`src/rtl/pdr_pkg.sv`:
```
// Package: register map, field layout, modes and timing of the block
package pdr_pkg;

    // ------------------------------------------------------------
    // Register offsets on the internal register port
    // ------------------------------------------------------------
    localparam logic [7:0] PDR_ADDR_DISCH_TWO   = 8'h41; // Discharge two
    localparam logic [7:0] PDR_ADDR_DISCH_THREE = 8'h42; // Discharge three
    localparam logic [7:0] PDR_ADDR_PG_DELAY    = 8'h43; // Pgood delay one
    localparam logic [7:0] PDR_ADDR_FORCE_SHDN  = 8'h91; // Force shutdown
    localparam logic [7:0] PDR_ADDR_BUCK1_SLEEP = 8'h92; // Buck one sleep

    // ------------------------------------------------------------
    // Field layout and reset values
    // ------------------------------------------------------------
    localparam int PDR_SEL_W        = 2;  // Discharge selector width
    localparam int PDR_DISCH3_W     = 6;  // Writable bits of disch three
    localparam int PDR_PGDLY_W      = 3;  // Delay code width
    localparam int PDR_VCODE_W      = 7;  // Voltage code width
    localparam int PDR_SHDN_BIT     = 0;  // Force-shutdown bit position
    localparam int PDR_SLP_EN_BIT   = 0;  // Sleep enable position
    localparam int PDR_SLP_VID_LSB  = 1;  // Sleep code low bit
    localparam int PDR_RAILS        = 7;  // Rails with a selector
    localparam logic [7:0] PDR_BYTE_ZERO = 8'h00; // Reset / reserved value
    localparam logic [1:0] PDR_SEL_NONE  = 2'h0;  // No discharge

    // Selector encodings
    localparam logic [1:0] PDR_SEL_100R = 2'h1; // 100 ohm path
    localparam logic [1:0] PDR_SEL_200R = 2'h2; // 200 ohm path
    localparam logic [1:0] PDR_SEL_500R = 2'h3; // 500 ohm path

    // ------------------------------------------------------------
    // Modes and states
    // ------------------------------------------------------------
    typedef enum logic [1:0] {
        PDR_OUT_PGOOD = 2'h0, // System power good
        PDR_OUT_LVL   = 2'h1, // Level shifter
        PDR_OUT_I2C   = 2'h2  // Driven by register over I2C
    } pdr_out_mode_t;

    typedef enum logic [1:0] {
        PDR_ST_LOAD = 2'h0, // Load start-up defaults
        PDR_ST_RUN  = 2'h1, // Normal operation
        PDR_ST_SHDN = 2'h3  // Emergency shutdown pulse
    } pdr_state_t;

    // ------------------------------------------------------------
    // Timing: delays in microseconds, clock in MHz
    // ------------------------------------------------------------
    localparam int unsigned PDR_CLK_MHZ = 200;
    localparam int unsigned PDR_PG_DLY_US [8] =
        '{2500, 5000, 10000, 15000, 20000, 50000, 75000, 100000};
    localparam int PDR_CNT_W = 25; // Holds 100 ms at 200 MHz

    // Cycles for a least delay (exact multiple, so no rounding lost)
    function automatic int unsigned pdrUsToCyc(input int unsigned us);
        pdrUsToCyc = us * PDR_CLK_MHZ;
    endfunction : pdrUsToCyc

    localparam int unsigned PDR_PG_DLY_CYC [8] = '{
        pdrUsToCyc(PDR_PG_DLY_US[0]), pdrUsToCyc(PDR_PG_DLY_US[1]),
        pdrUsToCyc(PDR_PG_DLY_US[2]), pdrUsToCyc(PDR_PG_DLY_US[3]),
        pdrUsToCyc(PDR_PG_DLY_US[4]), pdrUsToCyc(PDR_PG_DLY_US[5]),
        pdrUsToCyc(PDR_PG_DLY_US[6]), pdrUsToCyc(PDR_PG_DLY_US[7])};

endpackage : pdr_pkg

```
`src/rtl/pdr_regs_top.sv`:
```
// Discharge, power-good delay, force-shutdown and buck sleep registers
//
// Notes on behaviour
// - Discharge two: four two-bit read/write selectors
// - Discharge three: reserved 7:6, three selectors
// - Selector codes: none, 100, 200, 500 ohm
// - Rising rail enable clears its selector to zero
// - Delay codes map 2.5 to 100 ms
// - Delay starts when assigned rails in range
// - I2C-driven output without termination ignores delay
// - Output three: pgood, level shifter, I2C
// - Shutdown bit pulses shutdownReq and reloads the four configuration registers
// - Shutdown bit self-clears, reads zero after reset
// - Shutdown data byte with bit zero set is not acknowledged
// - Bit zero starts shutdown, upper bits zero
// - Buck one sleep enable selects sleep code
`timescale 1ns/1ps
module pdr_regs_top
    import pdr_pkg::*;
#(
    parameter int unsigned PG_DLY_CYC [8] = PDR_PG_DLY_CYC
)
(
    input  wire logic                   clk,
    input  wire logic                   rst_n,
    // Register port from the I2C target front end
    input  wire logic                   regWrStb,
    input  wire logic                   regRdStb,
    input  wire logic [7:0]             regAddr,
    input  wire logic [7:0]             regWrData,
    output logic [7:0]                  regRdData,
    output logic                        regAckVld,
    output logic                        regAck,
    // Start-up configuration set chosen by the sequencer
    input  wire logic [7:0]             otpDischTwo,
    input  wire logic [PDR_DISCH3_W-1:0] otpDischThree,
    input  wire logic [PDR_PGDLY_W-1:0] otpPgDelay,
    input  wire logic [7:0]             otpBuckOneSleep,
    // Rail enables: buck5,buck6,swA1,ldo2,ldo3,swB1,swB2
    input  wire logic [PDR_RAILS-1:0]   railEnable,
    // Output three sources
    input  wire logic [1:0]             outThreeMode,
    input  wire logic                   railsInRange,
    input  wire logic                   levelShiftIn,
    input  wire logic                   outThreeI2cLevel,
    input  wire logic                   outThreeDrivesVtt,
    // Buck one voltage selection
    input  wire logic [PDR_VCODE_W-1:0] buck_one_voltage_code,
    input  wire logic                   sleepPin_n,
    // Results
    output logic [1:0]                  small_ldo_two_discharge_sel,
    output logic [1:0]                  switch_a_one_discharge_sel,
    output logic [1:0]                  buck_six_discharge_sel,
    output logic [1:0]                  buck_five_discharge_sel,
    output logic [1:0]                  switch_b_two_discharge_sel,
    output logic [1:0]                  switch_b_one_discharge_sel,
    output logic [1:0]                  small_ldo_three_discharge_sel,
    output logic                        general_output_three,
    output logic                        vttEnable,
    output logic [PDR_VCODE_W-1:0]      buckOneActiveCode,
    output logic                        shutdownReq
);

    // ------------------------------------------------------------
    // Helpers
    // ------------------------------------------------------------
    // Spread one flag per rail into a two-bit-per-rail mask
    function automatic logic [7:0] pdrSpread(input logic [3:0] b);
        pdrSpread = {{2{b[3]}}, {2{b[2]}}, {2{b[1]}}, {2{b[0]}}};
    endfunction : pdrSpread

    // ------------------------------------------------------------
    // State and registers
    // ------------------------------------------------------------
    pdr_state_t               state_q;        // Sequencer state
    pdr_state_t               state_d;        // Next state
    logic [7:0]               dischTwo_q;     // Discharge two
    logic [7:0]               dischTwo_d;
    logic [PDR_DISCH3_W-1:0]  dischThree_q;   // Discharge three low bits
    logic [PDR_DISCH3_W-1:0]  dischThree_d;
    logic [PDR_PGDLY_W-1:0]   pgDelay_q;      // Delay code
    logic [PDR_PGDLY_W-1:0]   pgDelay_d;
    logic [7:0]               buckSleep_q;    // Buck one sleep control
    logic [7:0]               buckSleep_d;
    logic [PDR_RAILS-1:0]     railEn_q;       // Last rail enables
    logic [7:0]               rdData_q;       // Read data
    logic [7:0]               rdData_d;
    logic                     ackVld_q;       // Answer strobe
    logic                     ack_q;          // Acknowledge flag
    logic                     ack_d;
    logic                     outThree_q;     // Pin value
    logic                     outThree_d;
    logic                     vtt_q;          // Termination enable
    logic [PDR_VCODE_W-1:0]   code_q;         // Active buck one code
    logic [PDR_VCODE_W-1:0]   code_d;
    logic                     shdn_q;         // Shutdown pulse

    // ------------------------------------------------------------
    // Decode
    // ------------------------------------------------------------
    wire hitTwo   = (regAddr == PDR_ADDR_DISCH_TWO);
    wire hitThree = (regAddr == PDR_ADDR_DISCH_THREE);
    wire hitDelay = (regAddr == PDR_ADDR_PG_DELAY);
    wire hitShdn  = (regAddr == PDR_ADDR_FORCE_SHDN);
    wire hitSleep = (regAddr == PDR_ADDR_BUCK1_SLEEP);
    wire hitAny   = hitTwo | hitThree | hitDelay | hitShdn | hitSleep;
    wire running  = (state_q == PDR_ST_RUN);
    wire wrOk     = regWrStb & running;
    wire shdnHit  = wrOk & hitShdn & regWrData[PDR_SHDN_BIT];
    // Rising rail enables; an enable edge beats a same-cycle write
    wire [PDR_RAILS-1:0] railRise = railEnable & ~railEn_q;
    wire [7:0] clrTwo   = pdrSpread(railRise[3:0]);
    wire [7:0] clrThree = pdrSpread({1'b0, railRise[6:4]});

    // ------------------------------------------------------------
    // Sequencer
    // ------------------------------------------------------------
    // Shutdown goes back through load, which reloads the configuration registers
    always_comb
    begin
        state_d = state_q;
        unique case (state_q)
            PDR_ST_LOAD: state_d = PDR_ST_RUN;
            PDR_ST_RUN:  state_d = shdnHit ? PDR_ST_SHDN : PDR_ST_RUN;
            PDR_ST_SHDN: state_d = PDR_ST_LOAD;
            default:     state_d = PDR_ST_LOAD; // Code 2'h2 is illegal
        endcase
    end

    // ------------------------------------------------------------
    // Register next values
    // ------------------------------------------------------------
    // Defaults from start-up set
    always_comb
    begin
        dischTwo_d   = dischTwo_q;
        dischThree_d = dischThree_q;
        pgDelay_d    = pgDelay_q;
        buckSleep_d  = buckSleep_q;
        if (state_q != PDR_ST_RUN)
        begin
            // Load, and reload after shutdown, from the configuration
            dischTwo_d   = otpDischTwo;
            dischThree_d = otpDischThree;
            pgDelay_d    = otpPgDelay;
            buckSleep_d  = otpBuckOneSleep;
        end
        else
        begin
            if (wrOk && hitTwo)
                dischTwo_d = regWrData;
            if (wrOk && hitThree)
                dischThree_d = regWrData[PDR_DISCH3_W-1:0];
            if (wrOk && hitDelay)
                pgDelay_d = regWrData[PDR_PGDLY_W-1:0];
            if (wrOk && hitSleep)
                buckSleep_d = regWrData;
            dischTwo_d   = dischTwo_d & ~clrTwo;
            dischThree_d = dischThree_d & ~clrThree[PDR_DISCH3_W-1:0];
        end
    end

    // ------------------------------------------------------------
    // Read path and acknowledge
    // ------------------------------------------------------------
    // Shutdown bit always reads zero
    always_comb
    begin
        rdData_d = PDR_BYTE_ZERO;
        if (hitTwo)
            rdData_d = dischTwo_q;
        else if (hitThree)
            rdData_d = {2'h0, dischThree_q};
        else if (hitDelay)
            rdData_d = {5'h00, pgDelay_q};
        else if (hitSleep)
            rdData_d = buckSleep_q;
    end

    assign ack_d = hitAny & running & ~shdnHit;

    // ------------------------------------------------------------
    // Output three and buck one code
    // ------------------------------------------------------------
    wire modeI2c = (outThreeMode == PDR_OUT_I2C);
    wire modeLvl = (outThreeMode == PDR_OUT_LVL);
    wire pgDone;   // Delay expired
    wire timerIn = modeI2c ? outThreeI2cLevel :
                   modeLvl ? levelShiftIn : railsInRange;
    assign outThree_d = modeI2c ? outThreeI2cLevel : pgDone;

    assign code_d = (buckSleep_q[PDR_SLP_EN_BIT] && !sleepPin_n) ?
        buckSleep_q[PDR_SLP_VID_LSB +: PDR_VCODE_W] : buck_one_voltage_code;

    pdr_pg_timer #(
        .DLY_CYC  (PG_DLY_CYC)
    ) pdr_pg_timer_i (
        .clk      (clk),
        .rst_n    (rst_n),
        .startLvl (timerIn & running),
        .dlyCode  (pgDelay_q),
        .doneLvl  (pgDone)
    );

    // ------------------------------------------------------------
    // Flip-flops
    // ------------------------------------------------------------
    // Configuration registers; reset to zero until the set is loaded
    always_ff @(posedge clk or negedge rst_n)
    begin
        if (!rst_n)
        begin
            state_q      <= PDR_ST_LOAD;
            dischTwo_q   <= PDR_BYTE_ZERO;
            dischThree_q <= '0;
            pgDelay_q    <= '0;
            buckSleep_q  <= PDR_BYTE_ZERO;
            railEn_q     <= '0;
        end
        else
        begin
            state_q      <= state_d;
            dischTwo_q   <= dischTwo_d;
            dischThree_q <= dischThree_d;
            pgDelay_q    <= pgDelay_d;
            buckSleep_q  <= buckSleep_d;
            railEn_q     <= railEnable;
        end
    end

    // Bus answers and pin outputs
    always_ff @(posedge clk or negedge rst_n)
    begin
        if (!rst_n)
        begin
            rdData_q   <= PDR_BYTE_ZERO;
            ackVld_q   <= 1'b0;
            ack_q      <= 1'b0;
            outThree_q <= 1'b0;
            vtt_q      <= 1'b0;
            code_q     <= '0;
            shdn_q     <= 1'b0;
        end
        else
        begin
            if (regRdStb)
                rdData_q <= rdData_d;
            ackVld_q   <= regWrStb | regRdStb;
            ack_q      <= ack_d;
            outThree_q <= outThree_d & running;
            // Termination follows the delayed level when tied to it
            vtt_q      <= outThreeDrivesVtt & pgDone & running;
            code_q     <= code_d;
            shdn_q     <= shdnHit;
        end
    end

    // ------------------------------------------------------------
    // Output wiring, all from flip-flops
    // ------------------------------------------------------------
    assign regRdData                     = rdData_q;
    assign regAckVld                     = ackVld_q;
    assign regAck                        = ack_q;
    assign small_ldo_two_discharge_sel   = dischTwo_q[7:6];
    assign switch_a_one_discharge_sel    = dischTwo_q[5:4];
    assign buck_six_discharge_sel        = dischTwo_q[3:2];
    assign buck_five_discharge_sel       = dischTwo_q[1:0];
    assign switch_b_two_discharge_sel    = dischThree_q[5:4];
    assign switch_b_one_discharge_sel    = dischThree_q[3:2];
    assign small_ldo_three_discharge_sel = dischThree_q[1:0];
    assign general_output_three          = outThree_q;
    assign vttEnable                     = vtt_q;
    assign buckOneActiveCode             = code_q;
    assign shutdownReq                   = shdn_q;

endmodule : pdr_regs_top

```
`src/rtl/pdr_pg_timer.sv`:
```
// Power-good delay timer: qualifies a level for a code-selected time
`timescale 1ns/1ps
module pdr_pg_timer
    import pdr_pkg::*;
#(
    parameter int unsigned DLY_CYC [8] = PDR_PG_DLY_CYC
)
(
    input  wire logic                   clk,
    input  wire logic                   rst_n,
    input  wire logic                   startLvl,
    input  wire logic [PDR_PGDLY_W-1:0] dlyCode,
    output logic                        doneLvl
);

    // ------------------------------------------------------------
    // Counter and target
    // ------------------------------------------------------------
    logic [PDR_CNT_W-1:0] cnt_q;     // Cycles since level went high
    logic [PDR_CNT_W-1:0] cnt_d;     // Next count
    logic                 done_q;    // Delay expired
    logic                 done_d;    // Next expired state
    logic [PDR_CNT_W-1:0] target;    // Selected delay in cycles
    logic                 reached;   // Count hit target

    // Table lookup; code changes mid-count take the new target at once
    assign target  = DLY_CYC[dlyCode][PDR_CNT_W-1:0];
    assign reached = (cnt_q >= target - 1'b1);

    assign cnt_d  = !startLvl ? '0 :
                    reached   ? cnt_q : cnt_q + 1'b1;
    // A drop of the level clears power good at once, no delay
    assign done_d = startLvl & (done_q | reached);

    // Count register
    always_ff @(posedge clk or negedge rst_n)
    begin
        if (!rst_n)
        begin
            cnt_q  <= '0;
            done_q <= 1'b0;
        end
        else
        begin
            cnt_q  <= cnt_d;
            done_q <= done_d;
        end
    end

    assign doneLvl = done_q;

endmodule : pdr_pg_timer

```
`config.mk`:
```
export PLATFORM = sky130hd
export DESIGN_NAME = pdr_regs_top
export DESIGN_NICKNAME = d
export VERILOG_FILES = /design/src/rtl/pdr_pkg.sv /design/src/rtl/pdr_regs_top.sv /design/src/rtl/pdr_pg_timer.sv
export SDC_FILE = /design/constraint.sdc
export NUM_CORES = 1
export LEC_CHECK = 0
export BUFFER_PORTS_ARGS = -buffer_cell sky130_fd_sc_hd__buf_2
export CORE_MARGIN = 2
export CORE_UTILIZATION = 59
export CTS_BUF_LIST = sky130_fd_sc_hd__clkbuf_16
export DETAILED_ROUTE_END_ITERATION = 16
export PLACE_DENSITY = 0.86
export SYNTH_ARGS = -nofsm -noshare
export SYNTH_HDL_FRONTEND = slang
export SYNTH_SLANG_ARGS = --single-unit
```
`constraint.sdc`:
```
create_clock -name clk -period 5.7 [get_ports clk]
set_input_delay 0.285 -clock clk [delete_from_list [all_inputs] [get_ports clk]]
set_output_delay 0.285 -clock clk [all_outputs]
set_load 0.02 [all_outputs]
```
---- Word level (Yosys, flattened, before mapping) ----
Memory sizes are Yosys's and may differ from the RTL's.
Index checks and enable logic that the tools add are counted.
cells by class
  add/sub/neg operators ................... 2
  multiply operators ...................... 0
  div/mod/pow operators ................... 0
  magnitude comparators ................... 2
  equal/unequal tests ..................... 10
  shift operators ......................... 0
  multiplexer cells ....................... 24
  bitwise gates (word level) .............. 24
  reduce and logical (&&, ||, !) cells .... 9
operators with widths
  cell                     number
  $mux W25                 4
  $mux W8                  9
  $add A25 B1 Y25 const B  1
  $ge A25 B25 Y1           1
  $sub A25 B1 Y25 const B  1
  $eq A8 B7 Y1 const B     3
  $mux W6                  3
  $eq A8 B8 Y1 const B     2
  $and A1 B1 Y1            10
  $and A8 B8 Y8            1
  $not A8 Y8               1
  $and A7 B7 Y7            1
  $mux W7                  1
  $not A7 Y7               1
  $and A6 B6 Y6            1
  $mux W3                  2
  $not A6 Y6               1
  $or A1 B1 Y1             6
  $logic_and A1 B1 Y1      5
  $eq A2 B1 Y1 const B     2
  $ge A4 B4 Y1 const B     1
  $not A3 Y4               1
  $pmux W2 S2              1
  $reduce_bool A2 Y1       2
  other kinds (8)          10
storage, ports and cells
  bits in registers ....................... 80
  bits in latches ......................... 0
  bits in writable memories ............... 0
  ROM bits ................................ 256
  output and inout port bits .............. 34
  logic and storage cells ................. 87
  memories ................................ 1
memories
  memory            depth  width  read ports  clocked after memory_dff  wr ports  line                text
  (name not given)  8      32     1           0                         0         pdr_pg_timer.sv:27  assign target = DLY_CYC[dlyCode][PDR_CNT_W-1:0];

---- Longest topological paths before layout ----
  depth in word-level cells ............... 8
  gate-level depth with buffers ........... 18
  gate-level depth less buffers ........... 16

---- Cells and area by module ----
A second synthesis with hierarchy kept.
second synthesis, totals
  cell total of the unflattened synthesis .. 493
  area, all modules ....................... 4,704.5 µm²
by module, submodules not included
  module        times used  cells each  area an instance (µm²)
  pdr_regs_top  1           236         2,509.9
  pdr_pg_timer  1           257         2,194.6

---- Worst setup path before layout ----
Ideal clock, no wire load.
  kind .................................... register -> register
  from .................................... reg pgDelay_q[0]
  to ...................................... reg pdr_pg_timer_i.cnt_q[7]
  setup time .............................. 0.083 ns
  data arrival time ....................... 3.335 ns
  required time ........................... 5.617 ns
  setup slack ............................. 2.282 ns
  stages on the path, launching flop included .. 18
  buffers on the path ..................... 1
  period minus slack after synthesis ...... 3.418 ns
  cell sequence ........................... dfrtp_1 -> inv_1 -> ha_1 -> nand2_1 -> and2_1 -> ha_1 -> nor2b_1 -> nand3b_1 -> o21ai_0 -> a21oi_1 -> ha_1 -> a21oi_1 -> o21ai_0 -> a221oi_1 -> o2111ai_1 -> clkbuf_1 -> or4_1 -> a21oi_1
between the ends
  word-level cells in the longest chain between the ends .. 7
ends and longest elaborated chain
  what                                          line                 text
  start, declared                               pdr_regs_top.sv:81   logic [PDR_PGDLY_W-1:0] pgDelay_q;
  start signal, assigned                        pdr_regs_top.sv:225  pgDelay_q <= pgDelay_d;
  $not A3 Y4 (implied by the code)              pdr_pg_timer.sv:27
  $mem_v2 Z8 W32                                --
  $mux W25 (implied by the code) (2 in series)  pdr_pg_timer.sv:27
  $sub A25 B1 Y25                               pdr_pg_timer.sv:28   assign reached = (cnt_q >= target - 1'b1);
  $ge A25 B25 Y1                                pdr_pg_timer.sv:28
  $ne A2 B2 Y1 (no line)                        --
  end signal, assigned                          pdr_pg_timer.sv:45   cnt_q <= cnt_d;
  end, declared                                 pdr_pg_timer.sv:19   logic [PDR_CNT_W-1:0] cnt_q;
No other way between the ends. The select of a mux whose other input is x is not followed.
A chain may end at the register's enable or synchronous reset.

---- Final worst setup path ----
  from .................................... reg pgDelay_q[0]
  to ...................................... reg pdr_pg_timer_i.cnt_q[24]
The elaborated chain is that of the path after synthesis.

==> results.sh <==
export IMPL_dp_hpwl_mm=8.287
export IMPL_synth_enable_flop_cells=0
export IMPL_die_area_um2=8246
export IMPL_clk_path_buf_depth=2
export IMPL_dr_first_iter_drc_count=336
export IMPL_ctsResizeCount=0
export IMPL_fmax_ghz=0.2345
export IMPL_antenna_found_initial=0
export IMPL_hold_class="input pin to register"
export IMPL_power_density_nw_per_um2=264.4
export IMPL_htreeDepth=3
export IMPL_wl_per_cell_um=18.07
export IMPL_grt_start_max_net_pins=81
export IMPL_final_common_cell="buf_2"
export IMPL_io_pins=100
export IMPL_yosys_area_top_type="dfrtp_1"
export IMPL_cts_buffers=9
export IMPL_instances_no_fill=664
export IMPL_coreArea_um2=7292
export IMPL_placed_cell_area_um2=5007
export IMPL_synthToLayoutAreaGrowth_pct=18.91
export IMPL_cp_start_kind="register"
export IMPL_avgSynthCellArea_um2=9.459
export IMPL_worst_path_max_fanout=49
export IMPL_holdWs_ns=0.05927
export IMPL_die_w_um=90.81
export IMPL_vdd_drop_max_v=0.0001848
export IMPL_syn_nets=565
export IMPL_antenna_left=0
export IMPL_end_kind="register"
export IMPL_die_height_um=90.81
export IMPL_worstSetupPathType="register to register"
export IMPL_drive_gt1_share_pct=23.19
export IMPL_start_util_pct=60.96
export IMPL_clock_root_buffer="clkbuf_16"
export IMPL_period_needed_ns=4.264
export IMPL_grt_pass1_vias=3989
export IMPL_dp_cells=648
export IMPL_grt_pass1_wl_mm=19.49
export IMPL_synth_flop_cell="dfrtp_1"
export IMPL_grt_ovfl_total=0
export IMPL_clk_latency_ns=0.34
export IMPL_final_cell_mix="buf_2, dfrtp_1, o21ai_0"
export IMPL_skew_ns=0.01096
export IMPL_synth_top_area_share_pct=45.03
export IMPL_placementRows=31
export IMPL_clkTransAtPathRegs_ns=0.07
export IMPL_grt_total_usage_pct=29.86
export IMPL_status="completed"
export IMPL_drc=0
export IMPL_netlist_area_um2=4446
export IMPL_place_port_buffers=99
export IMPL_place_gp_congestion=0.8893
export IMPL_vias=4133
export IMPL_drt_total_wl_mm=12.00
export IMPL_drtPass1Iterations=6
export IMPL_arrival_ns=4.52
export IMPL_regArea_um2=2002
export IMPL_nNetsFinal=655
export IMPL_fin_tns_setup_ns=0
export IMPL_ys_ff_latch=80
export IMPL_diodes=0
export IMPL_fillers=535
export IMPL_p_leak_nw=2.629
export IMPL_final_area_um2=5286
export IMPL_drv_slew=0
export IMPL_multi_input_area_um2=2305
export IMPL_ys_types=46
export IMPL_final_setup_viol_count=0
export IMPL_yosysWarnings=0
export IMPL_cts_setup_buffers=0
export IMPL_rsz0062_at_grt="false"
export IMPL_maxSlewHeadroom_pct=33.74
export IMPL_hold_viol_final=0
export IMPL_netlist_top_cells_area="dfrtp_1, ha_1, mux2i_1"
export IMPL_cts_sinks=80
export IMPL_yosysSeqAreaShare_pct=45.03
export IMPL_cap_violations=0
export IMPL_syn_inst=470
export IMPL_async_flop_share_pct=100.0
export IMPL_post_route_period_util_pct=74.80
export IMPL_vias_per_cell=6.224
export IMPL_cts_tree="built"
export IMPL_hold_buffers=0
export IMPL_worst_pin_slew_ns=0.9940
export IMPL_cp_required_ns=5.96
==> sequential cells by signal (all words and copies together), names as in the netlist <==
name	flops
general_output_three	1
dischThree_q	6
dischTwo_q	8
buckOneActiveCode	7
regAckVld	1
railEn_q	7
shutdownReq	1
buckSleep_q	8
regAck	1
vttEnable	1
regRdData	8
pdr_pg_timer_i.doneLvl	1
state_q	2
pgDelay_q	3
pdr_pg_timer_i.cnt_q	25
==> kinds of logic after synthesis <==
group                      count (synthesis)  share of synthesized area, %
muxes                                     38                         8.781
and+or+nand+nor                          163                         19.11
buffers and inverters                     38                         3.265
AOI/OAI and AO/OA                        120                         15.25
DFF                                       80                         45.03
xor gates and xnor gates                   2                        0.3941
adders and majority gates                 29                         8.162
==> synthesized netlist by cell type, drive strengths merged (3+ instances only) <==
cell type,number
dfrtp,80
o21ai,57
nand2,54
a21oi,39
mux2i,30
ha,29
nor2,24
clkbuf,21
nand3,17
or3,17
inv,15
nand4,11
and3,8
mux2,8
a222oi,6
nand2b,5
o31ai,5
or4,5
a31oi,3
and2,3
nor4,3
==> path summary, 6_finish.rpt <==
check | startpoint | depth (start not counted) | slack (ns) | endpoint
setup / recovery | pgDelay_q[0]$_DFFE_PN0P_ | 17 | 1.44 | pdr_pg_timer_i.cnt_q[24]$_DFFE_PN0P_
min in group asynchronous | rst_n | 1 | 0.11 | pdr_pg_timer_i.cnt_q[3]$_DFFE_PN0P_
hold / removal | railEnable[2] | 1 | 0.06 | railEn_q[2]$_DFF_PN0_
setup reg to reg | pgDelay_q[0]$_DFFE_PN0P_ | 17 | 1.44 | pdr_pg_timer_i.cnt_q[24]$_DFFE_PN0P_
hold reg to reg | state_q[1]$_DFF_PN0_ | 1 | 0.45 | state_q[0]$_DFF_PN0_
max in group asynchronous | rst_n | 1 | 4.95 | pgDelay_q[0]$_DFFE_PN0P_
==> cell type report <==
class | count | area share (%)
multi-input cells | 352 | 43.60
clock inverters | 7 | 1.018
repair buffers | 102 | 9.846
clock buffers | 9 | 4.260
flip-flops and latches | 80 | 37.87
inverters | 15 | 1.065
well taps | 99 | 2.343
==> report_power, final <==
group          total [W]  internal (W)  leakage [nW]  switching (W)
logic           0.000222     0.0000885          1.47       0.000134
clock network   0.000544      0.000298         0.124       0.000246
registers       0.000631      0.000597          1.04      0.0000339
total            0.00140      0.000984          2.63       0.000414
==> per-layer routing <==
| layer | routed length, um | vias up | track usage (%) |
|---|---|---|---|
| met4 | 295 | 0 | 10.86 |
| met5 | 0 | - | 0 |
| met1 | 4900 | 1985 | 40.89 |
| met3 | 932 | 27 | 5.259 |
| met2 | 5870 | 222 | 48.01 |
| li1 | - | 1899 | - |
==> worst max-delay path: stages, from the launching register on <==
cell and delay, ns:
dfrtp_1 0.55, inv_1 0.22, ha_1 0.29, nand2_1 0.13
and2_1 0.19, ha_1 0.14, nor2b_1 0.20, nand3b_1 0.12
o21ai_0 0.25, a21oi_1 0.11, ha_1 0.21, a21oi_1 0.14
o21ai_0 0.10, a221oi_1 0.35, o2111ai_2 0.17, buf_4 0.28
or4_1 0.56, a21oi_1 0.17
==> metrics by stage <==
stage / total power, W / setup slack, ns / utilization, %
finish: 0.001398 / 1.436 / 72.49
global route: 0.001457 / 1.261 / 72.49
CTS: 0.001395 / 1.553 / 72.49
detailed placement: 0.0008528 / 1.761 / 68.67
global placement: 0.0008381 / 1.994 / 68.67
floorplan: 0.0007651 / 2.282 / -
Note: power is estimated with default switching activity, not from simulation.
